**src/include/rtc_consts.svh**
```systemverilog
// Constants for the real-time clock block
`ifndef RTC_CONSTS_SVH
`define RTC_CONSTS_SVH
`define RTC_PRE_DIV 6'h3F
`define RTC_PERIOD_W 20
`define RTC_TIME_W 32
`define RTC_NTICK_W 16
`define RTC_DETECT_WINDOW 16'hFFFF
`define RTC_DETECT_EDGES 4'h8
`endif

```
**src/include/rtc_pkg.sv**
```systemverilog
// Types for the real-time clock block
package rtc_pkg;
  typedef struct packed {
    logic enable;
    logic run_in_powerdown;
    logic oscillator_off_bit;
    logic tick_irq_en;
    logic ntick_irq_en;
    logic alarm_irq_en;
  } timekeeper_control_t;

  typedef struct packed {
    logic tick_interrupt_request;
    logic ntick_interrupt_request;
    logic alarm_interrupt_request;
  } irq_t;

  typedef enum logic [2:0] {
    ST_DETECT = 3'h1,
    ST_LOW_POWER = 3'h2,
    ST_MAIN = 3'h4
  } src_state_t;
endpackage : rtc_pkg

```
**src/core/realtime_clock_alarm.sv**
```systemverilog
// Real-time clock with tick divider, time counter and alarm
// Overview: a source is chosen once after reset. Its ticks feed a
// fixed divide-by-64 prescaler and a 20-bit reloadable divider, whose
// joint roll-over is the basic tick. The basic tick advances the 32-bit
// time counter and the n-tick counter and may set the tick request.
// The alarm request is raised on the first cycle of equality between
// the time counter and the alarm value.
//
// Limitations: the source choice is fixed until the next reset, so a
// crystal that starts late is never picked up. The detection window is
// measured in clock_i cycles, so its length in time scales with the
// system clock. Requests are levels that software clears; the external
// lines and the wake request follow them in the same registered cycle.
//
// Power-down: the counter runs only when run_in_powerdown is set and
// oscillator_off_bit is clear; otherwise it holds its value. Gating of
// the oscillators only acts while powerdown_i is high.
`timescale 1ns/1ns
`default_nettype none
`include "rtc_consts.svh"
module realtime_clock_alarm (
  input wire logic clock_i, // Main clock, 100 MHz
  input wire logic reset_n_i, // Asynchronous reset, active low
  input wire logic main_osc_tick_i, // Main oscillator input, enable pulse
  input wire logic low_power_osc_input_i, // 32 kHz oscillator pin level
  input wire logic powerdown_i, // Chip is in power-down
  input wire logic powerdown_wake_config_i, // System config wake enable
  input wire logic [1:0] external_irq_select_i, // Bit0 tick, bit1 alarm
  input wire rtc_pkg::timekeeper_control_t timekeeper_control_i, // Control
  input wire logic [19:0] tick_period_reload_i, // Divider reload value
  input wire logic [15:0] ntick_count_i, // n for cyclic interrupt
  input wire logic time_load_i, // Strobe: load time counter
  input wire logic [31:0] time_load_value_i, // Value to load
  input wire logic [31:0] alarm_value_i, // Alarm register
  input wire logic irq_clear_i, // Strobe: clear all requests
  output logic [57:0] long_timer_o, // Whole prescaler chain and counter
  output logic [31:0] time_o, // Time counter
  output rtc_pkg::irq_t irq_o, // Sticky interrupt requests
  output logic [1:0] external_irq_o, // Requests to port external irq path
  output logic wake_o, // Wake request from power-down
  output logic low_power_selected_o, // 32 kHz source in use
  output logic main_osc_enable_o, // Main oscillator enable
  output logic low_power_osc_enable_o // 32 kHz oscillator enable
);
  // Three-stage synchroniser for the 32 kHz pin. The pin is asynchronous
  // to clock_i, so the first stage may go metastable; only the second
  // stage reads it.
  logic sync1, sync2, sync3;
  logic next_sync1, next_sync2, next_sync3;
  always_comb begin
    next_sync1 = low_power_osc_input_i;
    next_sync2 = sync1;
    next_sync3 = sync2;
  end
  // Reset to the idle low level of the pin, so no false rise follows reset
  always_ff @(posedge clock_i or negedge reset_n_i) begin
    if (!reset_n_i) begin
      sync1 <= 1'b0;
      sync2 <= 1'b0;
      sync3 <= 1'b0;
    end else begin
      sync1 <= next_sync1;
      sync2 <= next_sync2;
      sync3 <= next_sync3;
    end
  end
  // A level change counts once the second and third stages agree, which
  // filters a single-cycle glitch that a slow crystal edge can leave
  // behind. A rise of that filtered level is one 32 kHz tick.
  logic lp_state, next_lp_state;
  logic lp_edge;
  always_comb begin
    next_lp_state = lp_state;
    if (sync2 == sync3) begin
      next_lp_state = sync3;
    end
  end
  assign lp_edge = next_lp_state & ~lp_state;

  // Source detection after reset
  // Counts synchronised rises in a fixed window after reset. Eight rises
  // pick the low-power source; a closed window with fewer picks the main
  // oscillator. The choice holds until the next reset.
  rtc_pkg::src_state_t state, next_state;
  logic [15:0] det_cnt, next_det_cnt;
  logic [3:0] edge_cnt, next_edge_cnt;
  always_comb begin
    next_state = state;
    next_det_cnt = det_cnt;
    next_edge_cnt = edge_cnt;
    unique case (state)
      rtc_pkg::ST_DETECT: begin
        next_det_cnt = det_cnt + 16'h0001;
        if (lp_edge) begin
          next_edge_cnt = edge_cnt + 4'h1;
        end
        if (edge_cnt == `RTC_DETECT_EDGES) begin
          next_state = rtc_pkg::ST_LOW_POWER;
        end else if (det_cnt == `RTC_DETECT_WINDOW) begin
          next_state = rtc_pkg::ST_MAIN;
        end
      end
      rtc_pkg::ST_LOW_POWER: next_state = state;
      rtc_pkg::ST_MAIN: next_state = state;
      default: next_state = rtc_pkg::ST_DETECT;
    endcase
  end
  // Register detection state and the filtered pin level
  always_ff @(posedge clock_i or negedge reset_n_i) begin
    if (!reset_n_i) begin
      state <= rtc_pkg::ST_DETECT;
      det_cnt <= 16'h0000;
      edge_cnt <= 4'h0;
      lp_state <= 1'b0;
    end else begin
      state <= next_state;
      det_cnt <= next_det_cnt;
      edge_cnt <= next_edge_cnt;
      lp_state <= next_lp_state;
    end
  end

  // Source clock enable pulse and run condition. Detection must finish
  // before the counter runs, so ticks seen while the source is still
  // unknown are dropped rather than counted at the wrong rate.
  logic use_lp, src_tick, run;
  assign use_lp = (state == rtc_pkg::ST_LOW_POWER);
  assign src_tick = use_lp ? lp_edge : main_osc_tick_i;
  // In power-down the counter runs only if allowed
  assign run = timekeeper_control_i.enable &&
    (state != rtc_pkg::ST_DETECT) &&
    (!powerdown_i || (timekeeper_control_i.run_in_powerdown &&
      !timekeeper_control_i.oscillator_off_bit));

  // Prescaler chain, divider and time counter
  // pre divides the source by 64; div counts down from the reload value
  // and the basic tick falls where both roll over. A reload of r gives a
  // period of 64 * (r + 1) source ticks. The reload is taken only at the
  // roll-over, so a new period starts cleanly after the current one.
  // A software load wins over a tick in the same cycle.
  logic [5:0] pre, next_pre;
  logic [19:0] div, next_div;
  logic [31:0] tcount, next_tcount;
  logic [15:0] ncnt, next_ncnt;
  logic basic_tick;
  assign basic_tick = run && src_tick && (pre == `RTC_PRE_DIV) &&
    (div == 20'h00000);
  always_comb begin
    next_pre = pre;
    next_div = div;
    next_tcount = tcount;
    next_ncnt = ncnt;
    if (run && src_tick) begin
      next_pre = pre + 6'h01;
      if (pre == `RTC_PRE_DIV) begin
        if (div == 20'h00000) begin
          next_div = tick_period_reload_i;
        end else begin
          next_div = div - 20'h00001;
        end
      end
    end
    if (basic_tick) begin
      next_tcount = tcount + 32'h00000001; // Wraps to zero
      if (ncnt == 16'h0000) begin
        next_ncnt = ntick_count_i;
      end else begin
        next_ncnt = ncnt - 16'h0001;
      end
    end
    if (time_load_i) begin
      next_tcount = time_load_value_i; // Software initialise
    end
  end
  // Register the counter chain
  always_ff @(posedge clock_i or negedge reset_n_i) begin
    if (!reset_n_i) begin
      pre <= 6'h00;
      div <= 20'h00000;
      tcount <= 32'h00000000;
      ncnt <= 16'h0000;
    end else begin
      pre <= next_pre;
      div <= next_div;
      tcount <= next_tcount;
      ncnt <= next_ncnt;
    end
  end

  // Interrupt requests are sticky until irq_clear_i. A set in the same
  // cycle as a clear wins, so no event is lost to a late clear.
  // The alarm edge is remembered so a lasting match fires only once.
  rtc_pkg::irq_t irq, next_irq;
  logic set_tick, set_ntick, set_alarm;
  logic alarm_hit, alarm_hit_q, next_alarm_hit_q;
  assign alarm_hit = (tcount == alarm_value_i);
  assign set_tick = basic_tick &&
    timekeeper_control_i.tick_irq_en;
  // n-tick fires when its counter is zero at a tick: period of n + 1
  assign set_ntick = basic_tick && timekeeper_control_i.ntick_irq_en &&
    (ncnt == 16'h0000);
  // Alarm fires on the first cycle of a match, not every cycle of it
  assign set_alarm = alarm_hit && !alarm_hit_q &&
    timekeeper_control_i.alarm_irq_en;
  always_comb begin
    next_irq = irq;
    next_alarm_hit_q = alarm_hit;
    if (irq_clear_i) begin
      next_irq = '0;
    end
    if (set_tick) begin
      next_irq.tick_interrupt_request = 1'b1;
    end
    if (set_ntick) begin
      next_irq.ntick_interrupt_request = 1'b1;
    end
    if (set_alarm) begin
      next_irq.alarm_interrupt_request = 1'b1;
    end
  end

  // External irq routing, wake and oscillator gating
  logic [1:0] next_ext;
  logic next_wake, next_main_en, next_lp_en;
  logic next_lp_sel;
  logic [31:0] next_time;
  logic [57:0] next_long;
  // Oscillator gating only acts in power-down; outside it both run so
  // detection and software always see a live source
  always_comb begin
    // Tick path carries both the tick and n-tick requests
    next_ext[0] = external_irq_select_i[0] &&
      (next_irq.tick_interrupt_request || next_irq.ntick_interrupt_request);
    next_ext[1] = external_irq_select_i[1] &&
      next_irq.alarm_interrupt_request;
    next_wake = powerdown_i && powerdown_wake_config_i &&
      (next_ext != 2'b00);
    next_main_en = 1'b1;
    next_lp_en = 1'b1;
    if (powerdown_i) begin
      if (!timekeeper_control_i.enable) begin
        next_main_en = 1'b0;
        next_lp_en = 1'b0;
      end else if (use_lp) begin
        next_main_en = 1'b0;
        next_lp_en = !timekeeper_control_i.oscillator_off_bit;
      end else begin // Main source runs unless oscillator_off_bit is set
        next_main_en = !timekeeper_control_i.oscillator_off_bit;
      end
    end
    // Status outputs follow the next detection state and the counter chain's next values
    next_lp_sel = (next_state == rtc_pkg::ST_LOW_POWER);
    next_time = next_tcount;
    next_long = {next_tcount, next_div, next_pre};
  end
  // Register requests and every top-level output
  always_ff @(posedge clock_i or negedge reset_n_i) begin
    if (!reset_n_i) begin
      irq <= '0;
      alarm_hit_q <= 1'b0;
      external_irq_o <= 2'b00;
      wake_o <= 1'b0;
      main_osc_enable_o <= 1'b1;
      low_power_osc_enable_o <= 1'b1;
      low_power_selected_o <= 1'b0;
      time_o <= 32'h00000000;
      long_timer_o <= 58'h000000000000000;
    end else begin
      irq <= next_irq;
      alarm_hit_q <= next_alarm_hit_q;
      external_irq_o <= next_ext;
      wake_o <= next_wake;
      main_osc_enable_o <= next_main_en;
      low_power_osc_enable_o <= next_lp_en;
      low_power_selected_o <= next_lp_sel;
      time_o <= next_time; // Software-visible state
      long_timer_o <= next_long;
    end
  end
  // irq is itself a register, so irq_o comes straight from a flop
  assign irq_o = irq;
endmodule : realtime_clock_alarm
`default_nettype wire

```
**config.mk**
```make
export PLATFORM = sky130hd
export DESIGN_NAME = realtime_clock_alarm
export DESIGN_NICKNAME = d
export VERILOG_FILES = /design/src/include/rtc_pkg.sv /design/src/core/realtime_clock_alarm.sv
export VERILOG_INCLUDE_DIRS = /design/src /design/src/include
export SDC_FILE = /design/constraint.sdc
export NUM_CORES = 1
export LEC_CHECK = 0
export ABC_AREA = 1
export ABC_CLOCK_PERIOD_IN_PS = 2000
export CAP_MARGIN = 30
export CORE_MARGIN = 5
export CORE_UTILIZATION = 55
export CTS_CLUSTER_DIAMETER = 100
export CTS_CLUSTER_SIZE = 40
export DETAILED_ROUTE_END_ITERATION = 10
export DONT_BUFFER_PORTS = 1
export PLACE_DENSITY_LB_ADDON = 0.12
export SYNTH_ARGS = -nofsm -noshare
export SYNTH_HDL_FRONTEND = slang
export SYNTH_SLANG_ARGS = --single-unit
```
**constraint.sdc**
```tcl
create_clock -name clock_i -period 2 [get_ports clock_i]
set_clock_uncertainty 0.05 [all_clocks]
set_input_delay 0.1 -clock clock_i [delete_from_list [all_inputs] [get_ports clock_i]]
set_output_delay 0.1 -clock clock_i [all_outputs]
set_load 0.1 [all_outputs]
```
**Word-level counts from Yosys, hierarchy flattened**

Cells that the tools add are included.

- Register bits: 169
- Bits of input ports: 116
- Output and inout bits: 99

- Add/subtract/negate cells: 6
- Equality and inequality tests: 10
- Multiplexer cells: 22
- Bitwise gates (word level): 2
- Reductions and logical operators: 25

Operator list:

| kind | number |
|---|---|
| two-way mux 32 bit | 2 |
| two-way mux 20 bit | 3 |
| adder 32 x 1 -> 32 bit (second input constant) | 1 |
| == test 32 bit | 1 |
| zero test 20 bit | 1 |
| subtractor 20 x 1 -> 20 bit (second input constant) | 1 |
| adder 16 x 1 -> 16 bit (second input constant) | 1 |
| == test 16 bit (second input constant) | 1 |
| zero test 16 bit | 1 |
| two-way mux 16 bit | 1 |
| subtractor 16 x 1 -> 16 bit (second input constant) | 1 |
| logical AND 1 bit | 15 |
| two-way mux 1 bit | 11 |
| two-way mux 3 bit | 3 |
| adder 6 x 1 -> 6 bit (second input constant) | 1 |
| == test 3 x 2 -> 1 bit (second input constant) | 2 |
| == test 6 bit (second input constant) | 1 |
| two-way mux 6 bit | 1 |
| case mux 3 bit (2 select lines) | 1 |
| adder 4 x 1 -> 4 bit (second input constant) | 1 |
| == test 4 bit (second input constant) | 1 |
| == test 3 x 1 -> 1 bit (second input constant) | 1 |
| == test 3 bit (second input constant) | 1 |
| zero test 1 bit | 3 |
| 8 further kinds | 9 |

**Longest topological paths before layout**

- Depth after elaboration: 14
- Mapped depth: 12

**Worst setup path before layout**

OpenSTA, ideal clock, no wires.

- Kind: flip-flop to flip-flop
- Start point: register, netlist name long_timer_o[0]
- End point: register time_o[18]
- Arrival: 2.526 ns
- Data required time: 1.819 ns
- Setup slack: -0.707 ns
- Cell stages (with the launch flop): 12
- Period minus slack after synthesis: 2.707 ns
- Path through: dfrtp_1 > ha_1 > nand2_1 > nor2_1 > nand3_1 > nor3_4 > nand2_4 > nand2_4 > inv_4 > buf_6 > nand2_1 > o211ai_2

RTL lines:

| item | line | source |
|---|---|---|
| end signal: assignment | realtime_clock_alarm.sv:276 | `time_o <= next_time;` |
| end: declaration | realtime_clock_alarm.sv:37 | `output logic [31:0] time_o,` |

**Worst setup path in the final report**

- Start point: register state[0]
- End point: register time_o[2]

- Longest elaborated chain between the ends: 8

Ends and longest elaborated chain:

| item | line | source |
|---|---|---|
| start: declaration | realtime_clock_alarm.sv:84 | `rtc_pkg::src_state_t state, next_state;` |
| start signal: assignment | realtime_clock_alarm.sv:111 | `state <= rtc_pkg::ST_DETECT;` |
| start signal: assignment | realtime_clock_alarm.sv:116 | `state <= next_state;` |
| inequality test 3 x 1 -> 1 bit | realtime_clock_alarm.sv:131 | `(state != rtc_pkg::ST_DETECT) &&` |
| logical AND 1 bit | realtime_clock_alarm.sv:130 | `assign run = timekeeper_control_i.enable &&` |
| logical AND 1 bit | realtime_clock_alarm.sv:131 |  |
| logical AND 1 bit (*) (3 in series) | realtime_clock_alarm.sv:146 | `` assign basic_tick = run && src_tick && (pre == `RTC_PRE_DIV) && `` |
| two-way mux 32 bit (*) | realtime_clock_alarm.sv:163 | `if (basic_tick) begin` |
| two-way mux 32 bit (*) | realtime_clock_alarm.sv:171 | `if (time_load_i) begin` |

Every way passes the cells marked *; elsewhere a longest branch is shown, timed or not.
A chain may end at the register's enable or synchronous reset.

==> metrics.log <==
[metrics] vias in the first global route: between 6k and 7k
[metrics] Post-Synthesis Net Count: between 1k and 1.5k
[metrics] run status: complete, but fails checks
[metrics] 1st-pass router iterations: 5
[metrics] power density cells: about 720 nW/µm²
[metrics] critical path data required time: roughly 2.2 ns
[metrics] Max transition margin: 61.37%
[metrics] Fin Hold WS: -0.6220 ns
[metrics] worst path setup slack after routing: -0.04340 ns
[metrics] maximum number of pins on one net before global-route repair: about 110
[metrics] final clock period utilization by the worst path: 102.2%
[metrics] worst supply voltage drop on vdd: 791.7 µV
[metrics] number of nets with antenna violations after routing: 0
[metrics] internal power consumption: roughly 4 mW
[metrics] total power of the final layout: 6.866 mW
[metrics] final HPWL from detailed placement: ~15 mm
[metrics] maximum fanout along the worst path: 8
[metrics] area of the die: approximately 15000 µm²
[metrics] fraction of power spent switching nets: approximately two fifths
[metrics] arrival time reported for the critical path endpoint: approximately 2.3 ns
[metrics] combinational share of power: around a third
[metrics] Overall Global Routing Usage: 27.36%
[metrics] worst setup path class: flop to flop
[metrics] TritonCTS clock tree: yes
[metrics] number of sinks driven by the clock tree: ~110
[metrics] total number of placement rows: 41
[metrics] type of destination of the critical path: flop
[metrics] CP Launch Type: flop
[metrics] antenna violations before repair: 1
[metrics] worst skew pair latency: 0.37 ns
[metrics] global-route wire length before repair: about 35 mm
[metrics] sequential fraction of the synthesis area: around two fifths
[metrics] post-synthesis cell area: 7209 µm²
[metrics] first-iteration detailed-routing DRC count: between 600 and 700
[metrics] count of state elements after synthesis: between 100 and 150
[metrics] Worst Tran Pin Value: approximately 0.58 ns
[metrics] starting density of the core: roughly 57%
[metrics] PortBufs: 0
[metrics] Max clock buf depth: 2
[metrics] setup-violating endpoint count in the final report: 1
[metrics] count of synthesis-stage warnings from yosys: 0
[metrics] number of CTS-inserted buffers: 9
[metrics] Final Slew Violations: 0
[metrics] number of instances in the synthesized netlist: 910
[metrics] maximum frequency from static timing analysis: 489.4 MHz
[metrics] RSZ-0062 raised after global routing: yes
[metrics] leakage component of the power: between 4 and 5 nW
[metrics] share of total power in the clock network: 26.2%
[metrics] floorplan die height: 124.5 µm
[metrics] clock transition at the register clock pins on the worst setup and hold paths after CTS: around 0.08 ns
[metrics] overall routed net length: between 20 and 25 mm
[metrics] net switching power figure: approximately 2.9 mW
[metrics] final weighted congestion in routability-driven placement: 0.9283
[metrics] via count of the routed design: 6830
[metrics] mean post-synth cell area: a little under 8 µm²
[metrics] class of the worst hold path: primary input to async pin
[metrics] area grow syn2layout: 31.78%
[metrics] Max H-tree Level: 3
[metrics] fraction of layout instances using a drive strength above 1: between 20% and 30%
[metrics] sequential share of power: about 41%
[metrics] average wire length per cell after detail routing: 17.33 µm
[metrics] total of hold buffers inserted after clock tree synthesis: 92
[metrics] failing checks: hold timing, setup timing
[metrics] Layout Nets: roughly 1.2k
[metrics] Fin. Hold Viols: 114
[metrics] Cell variety after synth: between 40 and 50
[metrics] worst slack at placement: -0.005690 ns
[metrics] horizontal extent of the die: roughly 120 µm
[metrics] layout filler cell count: just under 1k
[metrics] average via count per standard cell: between 5 and 6
[metrics] Core Area: between 10000 and 15000 µm²
[metrics] buffer type at the clock tree root: sky130_fd_sc_hd__clkbuf_16
[metrics] clock period minus worst slack: approximately 2 ns
[metrics] number of max-cap violations: 0
[metrics] total DRC errors in the routed layout: 0
[metrics] number of top-level pins: 215
[metrics] total congestion overflow after global routing: 0
area by class of cell:
class,count,area (µm²),share of cell area [%]
clock buffers,10,229.0,2.410
inverters,83,322.8,3.398
well taps,172,215.2,2.265
multi-input cells,658,3911,41.17
repair buffers,206,1897,19.97
diodes,1,2.502,0.02634
clock inverters,6,56.30,0.5927
flip-flops and latches,111,2867,30.17
cell usage after synthesis (all sizes together):
master / instances / share of area, %
dfstp: 3 / 1.1
nand2: 230 / 12
o211ai: 29 / 3.7
ha: 8 / 1.4
o21ai: 49 / 3.4
dfrtp: 108 / 37
and3b: 1 / 0.12
and2: 4 / 0.36
nor3: 24 / 1.8
maj3: 1 / 0.14
a31oi: 4 / 0.35
nand3: 47 / 3.9
buf: 41 / 4.3
o31ai: 2 / 0.21
xor2: 55 / 6.7
o22ai: 1 / 0.087
nor4: 2 / 0.17
nor2: 103 / 5.9
clkbuf: 17 / 0.90
nand3b: 2 / 0.21
mux2: 1 / 0.16
nand4: 26 / 2.3
a21oi: 8 / 0.56
o221ai: 13 / 2.4
xnor2: 43 / 5.2
o21bai: 2 / 0.21
or2: 2 / 0.17
nor3b: 1 / 0.10
inv: 83 / 4.4
power by group through the flow:
| stage | logic (mW) | clock network [mW] | registers (mW) |
|---|---|---|---|
| 2_1_floorplan | 1.21 | 0 | 3.39 |
| 3_3_place_gp | 2.05 | 0 | 2.81 |
| 3_5_place_dp | 2.09 | 0 | 2.83 |
| 4_1_cts | 2.25 | 1.83 | 2.79 |
| 5_1_grt | 2.41 | 1.92 | 2.83 |
| 6_report | 2.27 | 1.80 | 2.79 |
placed cells by master (no fill, tap or decap), types with 19 or more instances in the layout:
| master | netlist | final |
|---|---|---|
| sky130_fd_sc_hd__nand2_1 | 225 | 222 |
| sky130_fd_sc_hd__nor2_1 | 96 | 88 |
| sky130_fd_sc_hd__o21ai_0 | 49 | 49 |
| sky130_fd_sc_hd__inv_1 | 80 | 76 |
| sky130_fd_sc_hd__xor2_1 | 55 | 55 |
| sky130_fd_sc_hd__dfrtp_1 | 108 | 50 |
| sky130_fd_sc_hd__buf_4 | 33 | 103 |
| sky130_fd_sc_hd__nor3_1 | 23 | 23 |
| sky130_fd_sc_hd__o211ai_1 | 19 | 19 |
| sky130_fd_sc_hd__nand3_1 | 43 | 37 |
| sky130_fd_sc_hd__dfrtp_2 | 0 | 53 |
| sky130_fd_sc_hd__nand4_1 | 26 | 26 |
| sky130_fd_sc_hd__dlygate4sd3_1 | 0 | 92 |
| sky130_fd_sc_hd__xnor2_1 | 43 | 43 |
metal layers:
metal	global-route usage, %	wire length (µm)	vias up	part of all wire [%]
li1	-	-	3262	-
met1	34.31	8677	3226	40
met2	46.63	10880	295	50
met3	6.561	1527	47	7.1
met4	8.640	518	0	2.4
met5	0	0	-	0
sequential cells by signal, summed over array words and instances, names as in the netlist, 2 cells and up:
name,count
irq_o,3
state,3
long_timer_o,27
det_cnt,16
edge_cnt,4
ncnt,16
time_o,31
external_irq_o,2
final timing paths:
kind,start,end,slack (ns),depth (start not counted)
max,state[0],time_o[2],-0.04,12
min reg2reg,next_sync2,next_sync3,0.31,0
min in group clock_i,time_load_i,time_o[8],-0.22,1
min,reset_n_i,long_timer_o[21],-0.62,0
max reg2reg,state[0],time_o[2],-0.04,12
max in group asynchronous,reset_n_i,state[0],2.27,0
cells by family (layout without fill, tap and decap cells):
| family | after synthesis | after routing | share of synthesized area (%) |
|---|---|---|---|
| flops | 111 | 111 | 38.58 |
| other cells | 0 | 1 | 0 |
| compound gates | 108 | 108 | 10.88 |
| buf+inv | 141 | 305 | 9.580 |
| simple gates | 442 | 442 | 27.37 |
| fa+ha+maj | 9 | 9 | 1.527 |
| xor+xnor | 98 | 98 | 11.91 |
| mux | 1 | 1 | 0.1562 |
critical path: stages (launching register included):
cell	delay (ns)
sky130_fd_sc_hd__dfstp_2	0.59
sky130_fd_sc_hd__inv_2	0.06
sky130_fd_sc_hd__nand2_2	0.07
sky130_fd_sc_hd__nor2_4	0.04
sky130_fd_sc_hd__nand2_2	0.09
sky130_fd_sc_hd__nand2_4	0.08
sky130_fd_sc_hd__nor2_4	0.14
sky130_fd_sc_hd__nand2_4	0.09
sky130_fd_sc_hd__buf_6	0.13
sky130_fd_sc_hd__nor2_4	0.18
sky130_fd_sc_hd__buf_12	0.17
sky130_fd_sc_hd__nand3_2	0.08
sky130_fd_sc_hd__o221ai_2	0.18
what timing repair did:
action / CTS / global route
gates resized for setup: 2 / 38
setup endpoints to repair: 6 / 60
endpoints found under the hold margin: 189 / 114
pin swaps: 0 / 17
gates cloned: 0 / 2
setup buffers: 0 / 10
through the flow:
step / area (µm²) / std cells / TNS (ns) / util [%]
4_1_cts: 9198 / 1234 / -0.001731 / 72.30
5_1_grt: 9500 / 1247 / -0.6292 / 74.68
3_5_place_dp: 7983 / 1126 / -0.005690 / 62.75
6_report: 9500 / 1247 / -0.04340 / 74.68
3_3_place_gp: 7983 / 1126 / 0 / 62.75
2_1_floorplan: 7361 / 910 / -3.484 / -
(Power assumes the default switching activity.)
